## src/gpds_consts.vh

```
// Constants for the gripper process-data and status block
`ifndef GPDS_CONSTS_VH
`define GPDS_CONSTS_VH

// Command word values, one bit each
`define GPDS_CMD_TRANSFER      16'h0001
`define GPDS_CMD_CLEAR_DIR     16'h0004
`define GPDS_CMD_MOVE_OUTER    16'h0100
`define GPDS_CMD_MOVE_INNER    16'h0200
`define GPDS_CMD_FAULT_ACK     16'h8000

// Status word bit positions
`define GPDS_ST_BOOTED         6
`define GPDS_ST_AT_OUTER       8
`define GPDS_ST_AT_PART        9
`define GPDS_ST_AT_INNER       10
`define GPDS_ST_UNDEFINED      11
`define GPDS_ST_XFER_ACK       12
`define GPDS_ST_DIR_OUTER      13
`define GPDS_ST_DIR_INNER      14
`define GPDS_ST_FAULT          15

// Parameter defaults and limits
`define GPDS_MAX_STROKE        16'h0C80
`define GPDS_RST_TOLERANCE     8'h00
`define GPDS_RST_FORCE         8'h01
`define GPDS_RST_PART_POS      16'h0000
`define GPDS_FORCE_MIN         8'h01
`define GPDS_FORCE_MAX         8'h04
`define GPDS_NO_FAULT          16'h0000

`endif

```

## src/gpds_core.v

```verilog
// Process-data parameter and status logic of the gripper controller
// Notes on behaviour
// RQ1: Tolerance is 8-bit unsigned, 0..255, one count per 0.01 mm.
// RQ2: Acceptance window is expected position minus tolerance to plus tolerance.
// RQ3: Force level 8-bit, levels 1 to 4 select speed and current.
// RQ4: Expected position 16-bit unsigned, 0 to maximum stroke.
// RQ5: Jaws stopped within window set the position-matched status bit.
// RQ6: Bit 6 set once the controller has finished booting.
// RQ7: Bits 8, 9, 10 show outer, expected, inner position.
// RQ8: Bit 11 set when jaws are at no defined position.
// RQ9: Bit 12 acknowledges parameters taken over on command one.
// RQ10: Bit 13 last move outward, bit 14 last move inward.
// RQ11: Internal fault sets bit 15 and loads the fault code word.
// RQ12: Host clears resettable faults with command 0x8000.
// RQ13: Non-resettable faults persist after acknowledge while their cause remains.
// RQ14: Fault code is a read-only 16-bit word sent with status.
// RQ15: Jaw position is read-only 16-bit, 0 outer to stroke inner.
// RQ16: Host sends 0x01, awaits ack, then sends zero, awaits ack low.
// RQ17: Host sends zero or one defined command bit at a time.
// RQ18: Command 0x04 clears both direction flags.
// RQ19: Move repeated in a flagged direction is ignored until cleared.
// RQ20: Parameters latch into the active set only on transfer command.
// RQ21: Status bits 0 to 5 and 7 read zero.
`timescale 1ns/1ns
`include "gpds_consts.vh"
module gpds_core #(
	parameter [15:0] MAX_STROKE = `GPDS_MAX_STROKE
) (
	input  wire        clk,
	input  wire        reset,
	input  wire [15:0] command_word,
	input  wire [7:0]  tolerance_setting,
	input  wire [7:0]  force_level,
	input  wire [15:0] expected_part_position,
	input  wire        boot_done,
	input  wire [15:0] jaw_sensor_position,
	input  wire        jaws_stopped,
	input  wire        fault_event,
	input  wire        fault_resettable,
	input  wire [15:0] fault_event_code,
	input  wire        fault_cause_active,
	output reg  [15:0] state_flags_word,
	output reg  [15:0] fault_code_word,
	output reg  [15:0] jaw_position_now,
	output reg         move_outer_req,
	output reg         move_inner_req,
	output wire [7:0]  active_tolerance,
	output wire [7:0]  active_force_level,
	output wire [15:0] active_part_position
);
	reg         cmd_transfer;
	reg         cmd_clear_dir;
	reg         cmd_outer;
	reg         cmd_inner;
	reg         cmd_ack;

	reg         xfer_state;
	reg         next_xfer_state;
	wire        xfer_ack;
	wire        param_load;

	wire        force_ok;
	wire [7:0]  force_in;
	wire        part_too_far;
	wire [15:0] part_in;

	wire [16:0] win_low;
	wire [16:0] win_high;
	wire        in_window;
	wire        at_outer;
	wire        at_inner;
	wire        at_part;
	reg         pos_outer;
	reg         pos_inner;
	reg         part_match;

	reg         booted;
	reg         dir_outer;
	reg         dir_inner;
	reg         next_dir_outer;
	reg         next_dir_inner;
	reg         next_move_outer;
	reg         next_move_inner;

	reg         fault_flag;
	reg         fault_sticky;
	reg  [15:0] fault_code;
	reg         next_fault_flag;
	reg         next_fault_sticky;
	reg  [15:0] next_fault_code;

	reg  [15:0] next_status;
	wire        jaw_too_far;
	wire [15:0] jaw_clipped;

	localparam [0:0] XFER_IDLE  = 1'b0;
	localparam [0:0] XFER_TAKEN = 1'b1;

	// Exact-value decode: a word with two bits set, or an unlisted one, does nothing
	always @* begin
		cmd_transfer  = 1'b0;
		cmd_clear_dir = 1'b0;
		cmd_outer     = 1'b0;
		cmd_inner     = 1'b0;
		cmd_ack       = 1'b0;
		case (command_word)
			`GPDS_CMD_TRANSFER: begin
				cmd_transfer = 1'b1;
			end
			`GPDS_CMD_CLEAR_DIR: begin
				cmd_clear_dir = 1'b1;
			end
			`GPDS_CMD_MOVE_OUTER: begin
				cmd_outer = 1'b1;
			end
			`GPDS_CMD_MOVE_INNER: begin
				cmd_inner = 1'b1;
			end
			`GPDS_CMD_FAULT_ACK: begin
				cmd_ack = 1'b1;
			end
			default: begin
				cmd_transfer = 1'b0;
			end
		endcase
	end

	// Latch on the first cycle of a transfer only, so ack follows the take-over
	always @* begin
		case (xfer_state)
			XFER_IDLE: begin
				if (cmd_transfer)
					next_xfer_state = XFER_TAKEN;
				else
					next_xfer_state = XFER_IDLE;
			end
			XFER_TAKEN: begin
				if (cmd_transfer)
					next_xfer_state = XFER_TAKEN;
				else
					next_xfer_state = XFER_IDLE;
			end
			default: begin
				next_xfer_state = XFER_IDLE;
			end
		endcase
	end

	assign param_load = cmd_transfer && (xfer_state == XFER_IDLE); // RQ20
	assign xfer_ack   = (xfer_state == XFER_TAKEN); // RQ9

	always @(posedge clk) begin
		if (reset)
			xfer_state <= XFER_IDLE;
		else
			xfer_state <= next_xfer_state; // RQ9
	end

	// Out-of-range force levels are held at the nearest legal level
	assign force_ok = (force_level >= `GPDS_FORCE_MIN) && (force_level <= `GPDS_FORCE_MAX); // RQ3
	assign force_in = force_ok ? force_level :
		((force_level < `GPDS_FORCE_MIN) ? `GPDS_FORCE_MIN : `GPDS_FORCE_MAX); // RQ3

	// Positions past the stroke are clipped to the stroke
	assign part_too_far = (expected_part_position > MAX_STROKE); // RQ4
	assign part_in      = part_too_far ? MAX_STROKE : expected_part_position; // RQ4

	gpds_param_reg #(.WIDTH(8), .RESET_VALUE(`GPDS_RST_TOLERANCE)) u_tol (
		.clk       (clk),
		.reset     (reset),
		.load      (param_load), // RQ20
		.new_value (tolerance_setting), // RQ1
		.value     (active_tolerance)
	);
	gpds_param_reg #(.WIDTH(8), .RESET_VALUE(`GPDS_RST_FORCE)) u_force (
		.clk       (clk),
		.reset     (reset),
		.load      (param_load), // RQ20
		.new_value (force_in), // RQ3
		.value     (active_force_level)
	);
	gpds_param_reg #(.WIDTH(16), .RESET_VALUE(`GPDS_RST_PART_POS)) u_pos (
		.clk       (clk),
		.reset     (reset),
		.load      (param_load), // RQ20
		.new_value (part_in), // RQ4
		.value     (active_part_position)
	);

	// 17-bit window so the high edge cannot wrap; the compare makes the low edge saturate at zero
	assign win_low  = ({1'b0, active_part_position} > {9'h000, active_tolerance}) ?
		({1'b0, active_part_position} - {9'h000, active_tolerance}) : 17'h0_0000; // RQ2
	assign win_high = {1'b0, active_part_position} + {9'h000, active_tolerance}; // RQ2
	assign in_window = ({1'b0, jaw_sensor_position} >= win_low) &&
		({1'b0, jaw_sensor_position} <= win_high); // RQ2

	assign at_outer = jaws_stopped && (jaw_sensor_position <= {8'h00, active_tolerance}); // RQ7
	assign at_inner = jaws_stopped &&
		({1'b0, jaw_sensor_position} + {9'h000, active_tolerance} >= {1'b0, MAX_STROKE}); // RQ7
	assign at_part  = jaws_stopped && in_window; // RQ5

	// Registered together so bits 8 to 11 never disagree for a cycle
	always @(posedge clk) begin
		if (reset) begin
			pos_outer  <= 1'b0;
			pos_inner  <= 1'b0;
			part_match <= 1'b0;
		end else begin
			pos_outer  <= at_outer; // RQ7
			pos_inner  <= at_inner; // RQ7
			part_match <= at_part; // RQ5
		end
	end

	always @(posedge clk) begin
		if (reset)
			booted <= 1'b0;
		else if (boot_done)
			booted <= 1'b1; // RQ6
	end

	// Repeats in a flagged direction are dropped to reject line glitches
	always @* begin
		next_dir_outer  = dir_outer;
		next_dir_inner  = dir_inner;
		next_move_outer = 1'b0;
		next_move_inner = 1'b0;
		if (cmd_clear_dir) begin
			next_dir_outer = 1'b0; // RQ18
			next_dir_inner = 1'b0; // RQ18
		end else if (cmd_outer && !dir_outer) begin
			next_dir_outer  = 1'b1; // RQ10
			next_dir_inner  = 1'b0;
			next_move_outer = 1'b1; // RQ19
		end else if (cmd_inner && !dir_inner) begin
			next_dir_inner  = 1'b1; // RQ10
			next_dir_outer  = 1'b0;
			next_move_inner = 1'b1; // RQ19
		end
	end

	always @(posedge clk) begin
		if (reset) begin
			dir_outer      <= 1'b0;
			dir_inner      <= 1'b0;
			move_outer_req <= 1'b0;
			move_inner_req <= 1'b0;
		end else begin
			dir_outer      <= next_dir_outer; // RQ10
			dir_inner      <= next_dir_inner; // RQ10
			move_outer_req <= next_move_outer; // RQ19
			move_inner_req <= next_move_inner; // RQ19
		end
	end

	// Fault: a new event wins over an acknowledge in the same cycle
	always @* begin
		next_fault_flag   = fault_flag;
		next_fault_sticky = fault_sticky;
		next_fault_code   = fault_code;
		if (fault_event) begin
			next_fault_flag   = 1'b1; // RQ11
			// A pending locked fault stays locked under a later resettable one
			next_fault_sticky = !fault_resettable || (fault_flag && fault_sticky); // RQ13
			next_fault_code   = fault_event_code; // RQ11
		end else if (fault_flag && fault_sticky && !fault_cause_active) begin
			next_fault_flag   = 1'b0; // RQ13
			next_fault_sticky = 1'b0;
			next_fault_code   = `GPDS_NO_FAULT;
		end else if (cmd_ack && fault_flag && !fault_sticky) begin
			next_fault_flag = 1'b0; // RQ12
			next_fault_code = `GPDS_NO_FAULT;
		end
	end

	always @(posedge clk) begin
		if (reset) begin
			fault_flag   <= 1'b0;
			fault_sticky <= 1'b0;
			fault_code   <= `GPDS_NO_FAULT;
		end else begin
			fault_flag   <= next_fault_flag; // RQ11
			fault_sticky <= next_fault_sticky; // RQ13
			fault_code   <= next_fault_code; // RQ11
		end
	end

	// Unused bits are cleared first so every path leaves them at zero
	always @* begin
		next_status                     = 16'h0000; // RQ21
		next_status[`GPDS_ST_BOOTED]    = booted; // RQ6
		next_status[`GPDS_ST_AT_OUTER]  = pos_outer; // RQ7
		next_status[`GPDS_ST_AT_PART]   = part_match; // RQ5
		next_status[`GPDS_ST_AT_INNER]  = pos_inner; // RQ7
		next_status[`GPDS_ST_UNDEFINED] = !(pos_outer || part_match || pos_inner); // RQ8
		next_status[`GPDS_ST_XFER_ACK]  = xfer_ack; // RQ9
		next_status[`GPDS_ST_DIR_OUTER] = dir_outer; // RQ10
		next_status[`GPDS_ST_DIR_INNER] = dir_inner; // RQ10
		next_status[`GPDS_ST_FAULT]     = fault_flag; // RQ11
	end

	assign jaw_too_far = (jaw_sensor_position > MAX_STROKE); // RQ15
	assign jaw_clipped = jaw_too_far ? MAX_STROKE : jaw_sensor_position; // RQ15

	always @(posedge clk) begin
		if (reset) begin
			state_flags_word <= 16'h0000;
			fault_code_word  <= `GPDS_NO_FAULT;
			jaw_position_now <= 16'h0000;
		end else begin
			state_flags_word <= next_status; // RQ6
			fault_code_word  <= fault_code; // RQ14
			jaw_position_now <= jaw_clipped; // RQ15
		end
	end
endmodule // gpds_core

```

## src/gpds_param_reg.v

```verilog
// Active parameter register, loaded only on a transfer strobe
`timescale 1ns/1ns
module gpds_param_reg #(
	parameter WIDTH = 8,
	parameter [WIDTH-1:0] RESET_VALUE = {WIDTH{1'b0}}
) (
	input  wire             clk,
	input  wire             reset,
	input  wire             load,
	input  wire [WIDTH-1:0] new_value,
	output reg  [WIDTH-1:0] value
);
	always @(posedge clk) begin
		if (reset)
			value <= RESET_VALUE;
		else if (load)
			value <= new_value;
	end
endmodule // gpds_param_reg

```

## config.mk

```make
export PLATFORM = sky130hd
export DESIGN_NAME = gpds_core
export DESIGN_NICKNAME = d
export VERILOG_FILES = /design/src/gpds_core.v /design/src/gpds_param_reg.v
export VERILOG_INCLUDE_DIRS = /design/src
export SDC_FILE = /design/constraint.sdc
export NUM_CORES = 1
export LEC_CHECK = 0
export BUFFER_PORTS_ARGS = -buffer_cell sky130_fd_sc_hd__buf_2
export CORE_UTILIZATION = 48
export DETAILED_ROUTE_END_ITERATION = 10
export PLACE_DENSITY = 0.77
export SLEW_MARGIN = 15
export SYNTH_ARGS = -nofsm -noshare
export SYNTH_HDL_FRONTEND = slang
export SYNTH_SLANG_ARGS = --single-unit
export TNS_END_PERCENT = 5
```

## constraint.sdc

```tcl
create_clock -name clk -period 3.8 [get_ports clk]
set_input_delay 0 -clock clk [delete_from_list [all_inputs] [get_ports clk]]
set_output_delay 0 -clock clk [all_outputs]
set_load 0.02 [all_outputs]
```

==> summary.log <==
INFO  sta            max_slew_margin=0.366
INFO  synth          yosysUniqueCellTypes=66
INFO  power          vdd_drop_max=0.000353V
INFO  sta            timing.final.ws_setup=0.117ns
INFO  final_layout   layout.area.seq=0.00201mm2
INFO  placement      dp_hpwl=12300um
INFO  worst_setup_path endpoint_kind=register
INFO  final_layout   final_stage_net_count=1058
INFO  power          power_per_cell_area=290mW/mm2
INFO  sta            final-max-slew-violation-count=0
INFO  floorplanning  die-height=112um
INFO  synth          fraction_of_synthesized_cell_area_taken_by_the_top_area_cell_type=0.345
INFO  placement      placement.setup.worst_slack=0.0124ns
INFO  worst_setup_path crit_path_start_kind=register
INFO  final_layout   final_layout_size_suffix_gt1_frac=0.268
INFO  synth          async_set_or_reset_register_ratio_after_synthesis=0
INFO  floorplanning  pin_count=169
INFO  hold_path      min_path_type=primary input to register
INFO  clocking       ctsLongestPathBuffers=2
INFO  synth          postSynthRegisterBits=100
INFO  grt            antenna_found_initial=0
INFO  final_layout   fillers=936
INFO  clocking       clock_root_buffer_master=sky130_fd_sc_hd__clkbuf_16
INFO  worst_setup_path cp_top_family=compound AO/OA/AOI/OAI gates
INFO  placement      portBuffers=161
INFO  synth          synth_enable_flop_cells=0
INFO  drt            drt-wirelength-per-cell=16.1um
INFO  worst_setup_path worst-setup-path-type=register to register
INFO  worst_setup_path critical_path.max_fanout=3
INFO  sta            maxClockFrequency=272MHz
INFO  sta            finalHoldViolCount=0
INFO  sta            max_slew.worst_pin.slew=0.947ns
INFO  synth          synthTopCellsByArea=sky130_fd_sc_hd__dfxtp_1, sky130_fd_sc_hd__ha_1, sky130_fd_sc_hd__nor2_1, sky130_fd_sc_hd__nor2b_1, sky130_fd_sc_hd__a21oi_1
INFO  status         violations=design-rule violations
INFO  grt            gr-total-overflow=0
INFO  clocking       tritoncts=yes
INFO  synth          synthDominantAreaCellType=sky130_fd_sc_hd__dfxtp_1
INFO  worst_setup_path critPathArrivalTime=3.92ns
INFO  final_layout   stdcell_area=0.00777mm2
INFO  drt            detailed_routing_iteration_count_for_the_pre_antenna_repair_pass=8
INFO  drt            routed_via_density=5.48
INFO  sta            final_critical_delay_including_setup_and_external_delays=3.68ns
INFO  synth          yosysSeqAreaShare=0.345
INFO  run            maxCapViolations=0
INFO  grt            gr-usage-all-layers=0.269
INFO  clocking       clock-sinks=100
INFO  placement      placed_area=0.00688mm2
INFO  floorplanning  die_area=0.0125mm2
INFO  floorplanning  dieWidth=112um
INFO  final_layout   syn_to_final_growth=33.7%
INFO  synth          syn_inst=671
INFO  worst_setup_path critical_path.cell_chain=inv_1 -> ha_2 -> inv_1 -> fa_2 -> a21oi_2 -> o21ai_2 -> a2111o_1 -> a21oi_2 -> xnor2_1 -> nand2_1 -> ha_1 -> nand4_1 -> or3_4 -> a211oi_2 -> or4b_4 -> a221oi_2 -> a311oi_1
INFO  worst_setup_path crit_path_max_incr_delay=0.54ns
INFO  floorplanning  row_count=39
INFO  synth          syn_area_per_cell=8.66um2
INFO  drt            final_routed_drc_violation_total=10
INFO  floorplanning  initial_utilization=0.500
INFO  drt            drt_total_wl=16900um
INFO  synth          synthesis.area=0.00581mm2
INFO  drt            detail_route.iter0.violations=447
INFO  sta            fin_setup_tns=0ns
INFO  synth          synth_top_flop_cell=sky130_fd_sc_hd__dfxtp_1
INFO  sta            holdWs=0.00711ns
INFO  clocking       clk_pin_slew=0.08ns
INFO  clocking       inserted_clock_buffers=9
INFO  final_layout   multi_input_area=0.00360mm2
INFO  grt            grt_pass1_wl=26600um
INFO  drt            via_count=5763
INFO  grt            number_of_global_route_vias_before_repair=5532
INFO  sta            skew=0.0113ns
INFO  clocking       htree_levels=3
INFO  worst_setup_path worstPathBufferInverterCount=2
INFO  sta            final-setup-viol-count=0
INFO  drt            drtAntennaViolNets=0
INFO  sta            timing.final.crit_share=0.969
INFO  status         run_status=finished with violations
INFO  grt            maximum_number_of_pins_on_one_net_before_global_route_repair=48
INFO  worst_setup_path worst_ep_required_time=4.04ns
INFO  floorplanning  core_area=0.0116mm2
INFO  placement      gp_routability_congestion=0.970
INFO  clocking       clk-insertion-delay-late=0.36ns
INFO  worst_setup_path cp_slowest_cell=sky130_fd_sc_hd__or4b_4
INFO  synth          synthesis.yosys.warnings=0
INFO  final_layout   num_antenna_cells=0
INFO  power          static_leakage=3.59nW
[cell usage after synthesis (all sizes together) (9+ instances only)]
master  count
and2       15
nand2b     11
nor4       12
nand2      42
a22oi      16
xnor2      13
clkbuf     18
nor3       26
nor2b      39
o21ai      17
dfxtp     100
nand3      13
buf        14
a22o        9
nor2       68
inv        37
a21oi      40
ha         64
[cells by family after synthesis]
logic type,after synthesis,synth area share
AO/OA/AOI/OAI,148,0.177
XOR/XNOR,18,0.0271
adder cells (fa/ha/maj),67,0.148
buffers and inverters,69,0.0545
flip-flops,100,0.345
multiplexers,8,0.0138
other,1,0.000645
AND/OR/NAND/NOR,260,0.234
[worst register-to-register path, cell delays in order, from the launching register on]
cell and delay, ns:
sky130_fd_sc_hd__dfxtp_2 0.33, sky130_fd_sc_hd__inv_1 0.05, sky130_fd_sc_hd__ha_2 0.16, sky130_fd_sc_hd__inv_1 0.06, sky130_fd_sc_hd__fa_2 0.40, sky130_fd_sc_hd__a21oi_2 0.20
sky130_fd_sc_hd__o21ai_2 0.08, sky130_fd_sc_hd__a2111o_1 0.47, sky130_fd_sc_hd__a21oi_2 0.19, sky130_fd_sc_hd__xnor2_1 0.13, sky130_fd_sc_hd__nand2_1 0.08, sky130_fd_sc_hd__ha_1 0.29
sky130_fd_sc_hd__nand4_1 0.11, sky130_fd_sc_hd__or3_4 0.14, sky130_fd_sc_hd__a211oi_2 0.03, sky130_fd_sc_hd__or4b_4 0.54, sky130_fd_sc_hd__a221oi_2 0.25, sky130_fd_sc_hd__a311oi_1 0.07
[state kept, by name, summed over array words and instances, names as in the netlist]
| name | count |
|---|---|
| booted | 1 |
| dir_inner | 1 |
| dir_outer | 1 |
| fault_code | 16 |
| fault_code_word | 16 |
| fault_flag | 1 |
| fault_sticky | 1 |
| jaw_position_now | 16 |
| move_inner_req | 1 |
| move_outer_req | 1 |
| part_match | 1 |
| pos_inner | 1 |
| pos_outer | 1 |
| state_flags_word | 9 |
| u_force.value | 8 |
| u_pos.value | 16 |
| u_tol.value | 8 |
| xfer_ack | 1 |
[per-stage QoR]
step	total power, mW	utilization	std cells
2_1_floorplan	1.24	-	681
3_3_place_gp	1.33	0.593	983
3_5_place_dp	1.33	0.593	983
4_1_cts	2.26	0.662	1050
5_1_grt	2.34	0.669	1052
6_report	2.25	0.669	1052
[report_power, final]
| part | internal [mW] | leakage, nW | switching (mW) |
|---|---|---|---|
| clock network | 0.460 | 0.140 | 0.433 |
| registers | 1.07 | 0.818 | 0.00991 |
| logic | 0.129 | 2.63 | 0.146 |
[cell usage in the layout (no fill, tap or decap), types with 3 or more instances in the layout]
master and n:
sky130_fd_sc_hd__buf_2 161, sky130_fd_sc_hd__dfxtp_1 94, sky130_fd_sc_hd__nor2_1 67, sky130_fd_sc_hd__ha_1 60, sky130_fd_sc_hd__dlygate4sd3_1 51, sky130_fd_sc_hd__nand2_1 42
sky130_fd_sc_hd__nor2b_1 39, sky130_fd_sc_hd__inv_1 37, sky130_fd_sc_hd__a21oi_1 36, sky130_fd_sc_hd__buf_4 32, sky130_fd_sc_hd__nor3_1 26, sky130_fd_sc_hd__o21ai_0 16
sky130_fd_sc_hd__a22oi_1 16, sky130_fd_sc_hd__and2_1 15, sky130_fd_sc_hd__xnor2_1 13, sky130_fd_sc_hd__nand3_1 13, sky130_fd_sc_hd__nand2b_1 11, sky130_fd_sc_hd__conb_1 11
sky130_fd_sc_hd__nor4_1 9, sky130_fd_sc_hd__a22o_1 9, sky130_fd_sc_hd__clkbuf_16 9, sky130_fd_sc_hd__a21o_1 8, sky130_fd_sc_hd__mux2i_1 8, sky130_fd_sc_hd__nand4_1 7
sky130_fd_sc_hd__a211oi_1 7, sky130_fd_sc_hd__or4_1 6, sky130_fd_sc_hd__a311oi_1 6, sky130_fd_sc_hd__dfxtp_2 6, sky130_fd_sc_hd__xor2_1 5, sky130_fd_sc_hd__o31ai_1 5
sky130_fd_sc_hd__a21oi_2 4, sky130_fd_sc_hd__or3_1 4, sky130_fd_sc_hd__or2_2 4, sky130_fd_sc_hd__o21a_1 4, sky130_fd_sc_hd__and3_1 4, sky130_fd_sc_hd__o211ai_1 4
sky130_fd_sc_hd__a2111oi_0 3, sky130_fd_sc_hd__a221oi_1 3, sky130_fd_sc_hd__o311a_1 3, sky130_fd_sc_hd__ha_2 3
[metal layers]
layer,wire length [um],share of wire,up-vias,GRT usage
li1,-,-,2841,-
met3,893,0.053,48,0.0518
met2,7840,0.46,220,0.445
met4,581,0.034,0,0.127
met1,7630,0.45,2654,0.340
met5,0,0,-,0
[worst paths after layout]
check | start | to | slack, ns | cells after the start
setup reg to reg | u_pos.value[0]$_SDFFE_PP0P_ | part_match$_SDFF_PP0_ | 0.12 | 17
hold / removal | fault_resettable | fault_sticky$_SDFFE_PP0P_ | 0.007 | 4
setup / recovery | u_pos.value[0]$_SDFFE_PP0P_ | part_match$_SDFF_PP0_ | 0.12 | 17
hold reg to reg | pos_inner$_SDFF_PP0_ | state_flags_word[11]$_SDFF_PP0_ | 0.42 | 1
[cell type report]
type / count / area share
clock inverters: 7 / 0.00837
inverters: 37 / 0.0179
flip-flops and latches: 100 / 0.259
multi-input cells: 512 / 0.463
well taps: 143 / 0.0230
clock buffers: 9 / 0.0290
repair buffers: 244 / 0.200
[repair_timing]
| item | 4_1_cts | 5_1_grt |
|---|---|---|
| resized for setup | 0 | 19 |
| hold endpoints to repair | 51 | 0 |
| endpoints found under the setup margin | 0 | 1 |
| setup buffers | 0 | 2 |
| hold buffers | 51 | 0 |
Note: power is estimated with default switching activity, not from simulation.
